$ cat src/shared/serial_port_consts.svh
// Purpose: offsets, bit positions, reset values of the serial control block
// Assumes: 32-bit AHB-Lite register words, byte addresses
// Notes: included by bare name
`ifndef SERIAL_PORT_CONSTS_SVH
`define SERIAL_PORT_CONSTS_SVH

// ==========================================================
// Register byte offsets
`define OFS_CTRL 8'h00
`define OFS_STATUS 8'h04
`define OFS_IRQ_STAT 8'h08
`define OFS_IRQ_CLR 8'h0C
`define OFS_IRQ_EN 8'h10

// ==========================================================
// Control register bits
`define CTRL_RX_EN 0
`define CTRL_TX_EN 1
`define CTRL_RX_IRQ_EN 2
`define CTRL_TX_IRQ_EN 3
`define CTRL_MP_IRQ_EN 4
`define CTRL_W 5
`define CTRL_RESET 5'h00

// ==========================================================
// Status register bits
`define ST_RX_FULL 0
`define ST_FER 1
`define ST_OER 2
`define ST_TX_EMPTY 3

// ==========================================================
// Interrupt status, clear and enable bits
`define EV_RX_FULL 0
`define EV_RX_ERR 1
`define EV_TX_EMPTY 2
`define EV_W 3
`define EV_RESET 3'h0

`endif

$ cat src/shared/serial_port_pkg.sv
// Purpose: types of the serial control block
// Assumes: nothing
// Notes: used with package scope, never imported
package serial_port_pkg;

  typedef enum logic {
    BUS_IDLE = 1'b0,
    BUS_WAIT = 1'b1
  } bus_st_e;

  typedef logic [31:0] word_t;

endpackage

$ cat src/design/serial_port_control_enables.sv
// Purpose: control enables, pin hand-over and irq gating of a serial port
// Assumes: frame events come from a receiver on the same clock
// Notes: AHB-Lite slave with one wait state per transfer
`timescale 1ns/10ps
`include "serial_port_consts.svh"

module serial_port_control_enables (
  input wire logic clk,
  input wire logic resetn,
  input wire logic ce,
  input wire logic hsel,
  input wire logic [31:0] haddr,
  input wire logic [1:0] htrans,
  input wire logic hwrite,
  input wire logic [2:0] hsize,
  input wire logic [31:0] hwdata,
  input wire logic hready,
  output logic [31:0] hrdata,
  output logic hreadyout,
  output logic hresp,
  input wire logic frame_valid,
  input wire logic frame_mp_bit,
  input wire logic frame_fer,
  input wire logic frame_oer,
  input wire logic tx_reg_empty,
  input wire logic tx_serial,
  input wire logic rxd_pin_in,
  output logic rxd_pin_out,
  output logic rxd_pin_oe,
  output logic txd_pin_out,
  output logic txd_pin_oe,
  input wire logic gpio_rx_out,
  input wire logic gpio_rx_oe,
  input wire logic gpio_tx_out,
  input wire logic gpio_tx_oe,
  output logic gpio_rx_in,
  output logic rx_serial,
  output logic rx_enable,
  output logic tx_enable,
  output logic rx_full_flag,
  output logic framing_error_flag,
  output logic overrun_error_flag,
  output logic rx_full_irq,
  output logic rx_error_irq,
  output logic tx_empty_irq,
  output logic irq
);

  // ==========================================================
  // Bus and register state
  serial_port_pkg::bus_st_e st_q, st_d;
  logic [7:0] addr_q, addr_d;
  logic wr_q, wr_d;
  logic rdy_q, rdy_d;
  serial_port_pkg::word_t rdata_q, rdata_d;
  logic [`CTRL_W-1:0] ctrl_q, ctrl_d;
  logic [`EV_W-1:0] ev_q, ev_d;
  logic [`EV_W-1:0] ien_q, ien_d;
  logic resp_q;

  // ==========================================================
  // Receive flag and request state
  logic full_q, full_d;
  logic fer_q, fer_d;
  logic oer_q, oer_d;
  logic rxi_q, rxi_d;
  logic eri_q, eri_d;
  logic txi_q, txi_d;
  logic irq_q, irq_d;

  // ==========================================================
  // Pin state
  logic s1_q, s2_q, s3_q;
  logic pin_q, pin_d;
  logic rxo_q, rxo_d, rxoe_q, rxoe_d;
  logic txo_q, txo_d, txoe_q, txoe_d;
  logic gin_q, gin_d, rser_q, rser_d;

  logic take;
  logic wr_now;
  logic frame_ok;
  logic mp_clear;
  logic [`EV_W-1:0] lvl_d;
  logic [`EV_W-1:0] lvl_q;
  logic [`EV_W-1:0] ev_nxt;
  logic clr_wr;

  assign take = hsel && hready && htrans[1];
  assign wr_now = (st_q == serial_port_pkg::BUS_WAIT) && wr_q;

  // ==========================================================
  // Sticky events, one per request line
  assign lvl_d[`EV_RX_FULL] = rxi_d;
  assign lvl_d[`EV_RX_ERR] = eri_d;
  assign lvl_d[`EV_TX_EMPTY] = txi_d;

  assign lvl_q[`EV_RX_FULL] = rxi_q;
  assign lvl_q[`EV_RX_ERR] = eri_q;
  assign lvl_q[`EV_TX_EMPTY] = txi_q;
  assign clr_wr = wr_now && (addr_q == `OFS_IRQ_CLR);

  for (genvar k = 0; k < `EV_W; k++) begin : g_ev
    // A new event wins over a clear in the same cycle
    assign ev_nxt[k] = (lvl_d[k] && !lvl_q[k]) ||
      (ev_q[k] && !(clr_wr && hwdata[k]));
  end

  // ==========================================================
  // Receive frame acceptance
  always_comb begin
    frame_ok = frame_valid && ctrl_q[`CTRL_RX_EN];
    mp_clear = frame_ok && ctrl_q[`CTRL_MP_IRQ_EN] && frame_mp_bit;
    if (ctrl_q[`CTRL_MP_IRQ_EN] && !frame_mp_bit) begin
      frame_ok = 1'b0;
    end
  end

  // ==========================================================
  // Bus slave and registers, next values
  always_comb begin
    st_d = st_q;
    addr_d = addr_q;
    wr_d = wr_q;
    rdy_d = rdy_q;
    rdata_d = rdata_q;
    ctrl_d = ctrl_q;
    ien_d = ien_q;
    ev_d = ev_q;
    unique case (st_q)
      serial_port_pkg::BUS_IDLE: begin
        rdy_d = 1'b1;
        if (take) begin
          addr_d = haddr[7:0];
          wr_d = hwrite;
          rdy_d = 1'b0;
          st_d = serial_port_pkg::BUS_WAIT;
        end
      end
      serial_port_pkg::BUS_WAIT: begin
        rdy_d = 1'b1;
        st_d = serial_port_pkg::BUS_IDLE;
        rdata_d = 32'h00000000;
        if (!wr_q) begin
          unique case (addr_q)
            `OFS_CTRL: rdata_d[`CTRL_W-1:0] = ctrl_q;
            `OFS_STATUS: rdata_d[3:0] = {tx_reg_empty, oer_q, fer_q, full_q};
            `OFS_IRQ_STAT: rdata_d[`EV_W-1:0] = ev_q;
            `OFS_IRQ_EN: rdata_d[`EV_W-1:0] = ien_q;
            default: rdata_d = 32'h00000000;
          endcase
        end else if (addr_q == `OFS_CTRL) begin
          ctrl_d = hwdata[`CTRL_W-1:0];
        end else if (addr_q == `OFS_IRQ_EN) begin
          ien_d = hwdata[`EV_W-1:0];
        end
      end
    endcase
    if (mp_clear) begin
      ctrl_d[`CTRL_MP_IRQ_EN] = 1'b0;
    end
    ev_d = ev_nxt;
  end

  // ==========================================================
  // Status flags and interrupt requests, next values
  always_comb begin
    full_d = full_q;
    fer_d = fer_q;
    oer_d = oer_q;
    if (wr_now && addr_q == `OFS_STATUS) begin
      full_d = full_q & ~hwdata[`ST_RX_FULL];
      fer_d = fer_q & ~hwdata[`ST_FER];
      oer_d = oer_q & ~hwdata[`ST_OER];
    end
    if (frame_ok) begin
      full_d = 1'b1;
      fer_d = fer_d | frame_fer;
      oer_d = oer_d | frame_oer;
    end
    rxi_d = ctrl_q[`CTRL_RX_IRQ_EN] && !ctrl_q[`CTRL_MP_IRQ_EN] && full_q;
    eri_d = ctrl_q[`CTRL_RX_IRQ_EN] && !ctrl_q[`CTRL_MP_IRQ_EN] &&
      (fer_q || oer_q);
    txi_d = ctrl_q[`CTRL_TX_IRQ_EN] && ctrl_q[`CTRL_TX_EN] && tx_reg_empty;
    irq_d = |(ev_q & ien_q);
  end

  // ==========================================================
  // Pin hand-over, next values
  always_comb begin
    pin_d = (s2_q == s3_q) ? s3_q : pin_q;
    if (ctrl_q[`CTRL_RX_EN]) begin
      rxo_d = 1'b0;
      rxoe_d = 1'b0;
      rser_d = pin_q;
      gin_d = 1'b0;
    end else begin
      rxo_d = gpio_rx_out;
      rxoe_d = gpio_rx_oe;
      rser_d = 1'b1;
      gin_d = pin_q;
    end
    if (ctrl_q[`CTRL_TX_EN]) begin
      txo_d = tx_serial;
      txoe_d = 1'b1;
    end else begin
      txo_d = gpio_tx_out;
      txoe_d = gpio_tx_oe;
    end
  end

  // ==========================================================
  // Bus and register flops
  always_ff @(posedge clk) begin
    if (!resetn) begin
      st_q <= serial_port_pkg::BUS_IDLE;
      addr_q <= 8'h00;
      wr_q <= 1'b0;
      rdy_q <= 1'b1;
      rdata_q <= 32'h00000000;
      ctrl_q <= `CTRL_RESET;
      ien_q <= `EV_RESET;
      ev_q <= `EV_RESET;
      resp_q <= 1'b0;
    end else if (ce) begin
      st_q <= st_d;
      addr_q <= addr_d;
      wr_q <= wr_d;
      rdy_q <= rdy_d;
      rdata_q <= rdata_d;
      ctrl_q <= ctrl_d;
      ien_q <= ien_d;
      ev_q <= ev_d;
      resp_q <= 1'b0;
    end
  end

  // ==========================================================
  // Flag and request flops
  always_ff @(posedge clk) begin
    if (!resetn) begin
      full_q <= 1'b0;
      fer_q <= 1'b0;
      oer_q <= 1'b0;
      rxi_q <= 1'b0;
      eri_q <= 1'b0;
      txi_q <= 1'b0;
      irq_q <= 1'b0;
    end else if (ce) begin
      full_q <= full_d;
      fer_q <= fer_d;
      oer_q <= oer_d;
      rxi_q <= rxi_d;
      eri_q <= eri_d;
      txi_q <= txi_d;
      irq_q <= irq_d;
    end
  end

  // ==========================================================
  // Receive pin synchroniser, three stages
  always_ff @(posedge clk) begin
    if (!resetn) begin
      s1_q <= 1'b1;
      s2_q <= 1'b1;
      s3_q <= 1'b1;
    end else if (ce) begin
      s1_q <= rxd_pin_in;
      s2_q <= s1_q;
      s3_q <= s2_q;
    end
  end

  // ==========================================================
  // Pin hand-over flops
  always_ff @(posedge clk) begin
    if (!resetn) begin
      pin_q <= 1'b1;
      rxo_q <= 1'b0;
      rxoe_q <= 1'b0;
      txo_q <= 1'b1;
      txoe_q <= 1'b0;
      gin_q <= 1'b0;
      rser_q <= 1'b1;
    end else if (ce) begin
      pin_q <= pin_d;
      rxo_q <= rxo_d;
      rxoe_q <= rxoe_d;
      txo_q <= txo_d;
      txoe_q <= txoe_d;
      gin_q <= gin_d;
      rser_q <= rser_d;
    end
  end

  // ==========================================================
  // Outputs
  assign hrdata = rdata_q;
  assign hreadyout = rdy_q;
  assign hresp = resp_q;
  assign rxd_pin_out = rxo_q;
  assign rxd_pin_oe = rxoe_q;
  assign txd_pin_out = txo_q;
  assign txd_pin_oe = txoe_q;
  assign gpio_rx_in = gin_q;
  assign rx_serial = rser_q;
  assign rx_enable = ctrl_q[`CTRL_RX_EN];
  assign tx_enable = ctrl_q[`CTRL_TX_EN];
  assign rx_full_flag = full_q;
  assign framing_error_flag = fer_q;
  assign overrun_error_flag = oer_q;
  assign rx_full_irq = rxi_q;
  assign rx_error_irq = eri_q;
  assign tx_empty_irq = txi_q;
  assign irq = irq_q;

endmodule

$ cat config.mk
export PLATFORM = sky130hd
export DESIGN_NAME = serial_port_control_enables
export DESIGN_NICKNAME = d
export VERILOG_FILES = /design/src/shared/serial_port_pkg.sv /design/src/design/serial_port_control_enables.sv
export VERILOG_INCLUDE_DIRS = /design/src /design/src/shared
export SDC_FILE = /design/constraint.sdc
export NUM_CORES = 1
export LEC_CHECK = 0
export ABC_AREA = 0
export ABC_CLOCK_PERIOD_IN_PS = 3500
export BUFFER_PORTS_ARGS = -buffer_cell sky130_fd_sc_hd__buf_4
export CORE_MARGIN = 5
export CORE_UTILIZATION = 45
export DETAILED_ROUTE_END_ITERATION = 7
export PLACE_DENSITY = 0.93
export SYNTH_ARGS = -nofsm -noshare
export SYNTH_HDL_FRONTEND = slang
export SYNTH_SLANG_ARGS = --single-unit
$ cat constraint.sdc
create_clock -name clk -period 3.5 [get_ports clk]
set_input_delay 0.175 -clock clk [delete_from_list [all_inputs] [get_ports clk]]
set_output_delay 0.175 -clock clk [all_outputs]
set_load 0.01 [all_outputs]
==> metrics.md <==
| Metric | Value |
|---|---|
| Root buf cell | clkbuf_8 |
| Worst R2R Setup Slack | 1.84 ns |
| Crit. Startpoint | addr_q[7] |
| Vias in the first global route | 1735 |
| Buf/Inv on CP | 0 |
| Hpwl dp | 3875 um |
| Slew Limit Fails | 0 |
| Post-CTS resize count | 0 |
| Mapped cell area | 0.002282 sq mm |
| Final setup vio count | 0 |
| Setup WS pre-CTS | 1.908 ns |
| Total GRT Usage | 16.63% |
| Worst hold stages | 3 |
| Final Hold Vio Count | 0 |
| Hold Slack | 0.07717 ns |
| CP startpoint kind | register |
| Maximum clock insertion buffer count | 2 |
| DIE AREA | 0.006596 sq mm |
| Comb power frac | 9.6% |
| Port Buffers | 51 |
| Clk sinks | 44 |
| Die H | 81.22 um |
| Critical path's top delay family | simple AND/OR/NAND/NOR gates |
| Worst vdd ir | 0.2839 mV |
| Hold_sp | rxd_pin_in |
| Placed inst area | 0.002569 sq mm |
| Max-slew headroom | 62.06% |
| Hold path endpoint | s1_q |
| Total power per unit cell area | 382.8 mW/mm^2 |
| CTS tree | yes |
| WL/cell | 14.50 um |
| Grt ovf | 0 |
| Clk pwr share | 40.3% |
| Boundary pin count | 135 |
| Commonest non-fill, non-tap cell in the layout | buf_4 |
| Highest-count cells in the layout ignoring fill and taps | 51 x buf_4, 44 x dfxtp_1, 28 x nand2_1, 28 x conb_1, 17 x a21oi_1 |
| Async S/R FF share, synth | 0% |
| Placeable core area | 0.005010 sq mm |
| Crit Path Max Fanout | 7 |
| Setup Buffers After CTS | 0 |
| Final min period | 1.664 ns |
| Worst setup margin | 1.836 ns |
| Reg2Reg Depth | 3 |
| Max Freq | 601.0 MHz |
| Reg power frac | 50.1% |
| CTS H-Tree Depth | 2 |
| Run status | finished clean |
| Setup_tns | 0 ns |
| Antenna-violating nets left | 0 |
| Layout Area Growth over Synthesis | 17.87% |
| Sw Share | 23.80% |
| Total Wirelength | 5323 um |
| Synth Warn # | 0 |
| Register bit total from synthesis | 44 |
| Nets | 382 |
| Inserted Diodes | 0 |
| Initial antenna violation count | 0 |
| Slowest stage delay, CP | 0.61 ns |
| Placer Congestion | 0.8980 |
| Starting Density | 45.55% |
| Pre-antenna DRT Iters | 4 |
| Cts bufs inserted | 5 |
| RSZ-0062 raised after global routing | false |
| Register area share after synthesis | 38.60% |
| Primary FF master, synth | dfxtp_1 |
| Post-layout instance area | 0.002690 sq mm |
| EDFF count, synth | 0 |
| Largest net degree at the start of global routing | 51 |
| Vias | 1889 |
| Yosys cell types | 45 |
| Largest area contributor in the netlist | dfxtp_1 |
| Max-cap violation count | 0 |
| DR iter-0 viols | 126 |
| Synth Area per Inst | 8.915 sq um |
| Crit Path Class | reg2reg |
| Final period util | 47.54% |
| Top cell type's share of synthesized area | 38.60% |
| Arrival time of the worst setup path | 1.84 ns |
| Site Rows | 26 |
| Required @ worst endpoint | 3.67 ns |
| FF+latch area | 880.8 sq um |
| Hold buffers post-CTS | 0 |
| Wire length of the first global-routing pass | 8438 um |
| Area contributors post-synth | dfxtp_1 39%, buf_4 9.2%, mux2i_1 4.8%, nand2_1 4.6%, a21oi_1 3.7% |
| Clock Pin Slew Worst Setup and Hold Paths | 0.08 ns |
| Die width | 81.22 um |
| Worst skew pair latency | 0.31 ns |
| Clock skew | 0.007612 ns |
| RR Startpoint | addr_q[7] |
| Vias per cell | 5.147 |
| Crit path capture type | register |
| CP cell instances | or4_4 > o41ai_1 > a21oi_1 |
| Slowest-stage cell, CP | or4_4 |
| DRC | 0 |
| Fill cell count | 477 |
| P_sw | 0.2451 mW |
| R2R Path End | ev_q[2] |
| Int Power | 0.7845 mW |
| Pleak | 1.111 nW |
| HP Class | in2reg |
| Layout cells sized above 1 | 22.90% |
| Multi-input gate area | 0.001206 sq mm |
| Worst-margin pin slew | 0.5687 ns |
| Cell count after synthesis | 256 |
-- cell families (layout without fill, tap and decap cells) --
kind of cell    Yosys count  in the layout  synth area share (%)
compound gates           58             58                 17.11
mux                      16             16                 7.292
simple gates             89             89                 23.85
flops                    44             44                 38.60
buf+inv                  48             62                 12.99
other cells               1             28                0.1643
-- worst max path at each step --
stage                      endpoint  slack (ns)  depth (start not counted)
after global routing      ctrl_q[2]        1.78                          3
final                       ev_q[2]        1.84                          3
after CTS                   ev_q[0]        1.87                          3
after detailed placement    ev_q[2]        1.91                          3
after floorplan             ev_q[0]        1.98                          4
after global placement      ev_q[2]        1.92                          3
-- power by group through the flow --
stage | registers, mW | clock network [mW] | logic (mW)
2_1_floorplan | 0.527 | 0 | 0.0827
3_3_place_gp | 0.527 | 0 | 0.0961
3_5_place_dp | 0.527 | 0 | 0.0982
4_1_cts | 0.516 | 0.419 | 0.0987
5_1_grt | 0.517 | 0.439 | 0.109
6_report | 0.516 | 0.415 | 0.0993
-- cell usage after synthesis, drive strengths merged (2+ instances only) --
cell    number
a211oi       4
a21boi       9
a21o         2
a21oi       17
and3         9
and4b        2
buf         34
clkbuf      11
dfxtp       44
inv          3
mux2         5
mux2i       11
nand2       28
nand2b       8
nand3        5
nand3b       4
nand4        4
nand4b       2
nor2         6
nor2b        4
nor3         2
nor4         2
nor4bb       7
o21a         9
o21ai        7
o221ai       2
o41ai        4
or2          3
-- area by class of cell --
cell class	instances	share of cell area, %
clock buffers	6	3.070
clock inverters	2	1.442
inverters	3	0.4186
multi-input cells	191	44.84
flip-flops and latches	44	32.74
well taps	70	3.256
repair buffers	51	14.23
-- metal layers --
layer	up-vias	wire length [um]	global-route usage [%]
met5	-	0	0
met4	0	29	5.405
met3	3	473	6.098
met2	71	2575	27.26
met1	878	2245	20.14
li1	937	-	-
-- worst min-delay path, cell delays in order --
cell and delay, ns:
buf_4 0.07, mux2i_1 0.06, nand2_1 0.06
-- stage by stage --
| stage | power, mW | cells | util, % |
|---|---|---|---|
| after floorplan | 0.6093 | 283 | - |
| after global placement | 0.6232 | 359 | 51.27 |
| after detailed placement | 0.6257 | 359 | 51.27 |
| after CTS | 1.034 | 367 | 53.70 |
| after global routing | 1.065 | 367 | 53.70 |
| final | 1.030 | 367 | 53.70 |
-- sequential cells by signal, summed over array words and instances (netlist names), 3 cells and up --
signal,cells
ev_q,3
hrdata,5
ctrl_q,5
ien_q,3
addr_q,8
(Power assumes the default switching activity.)
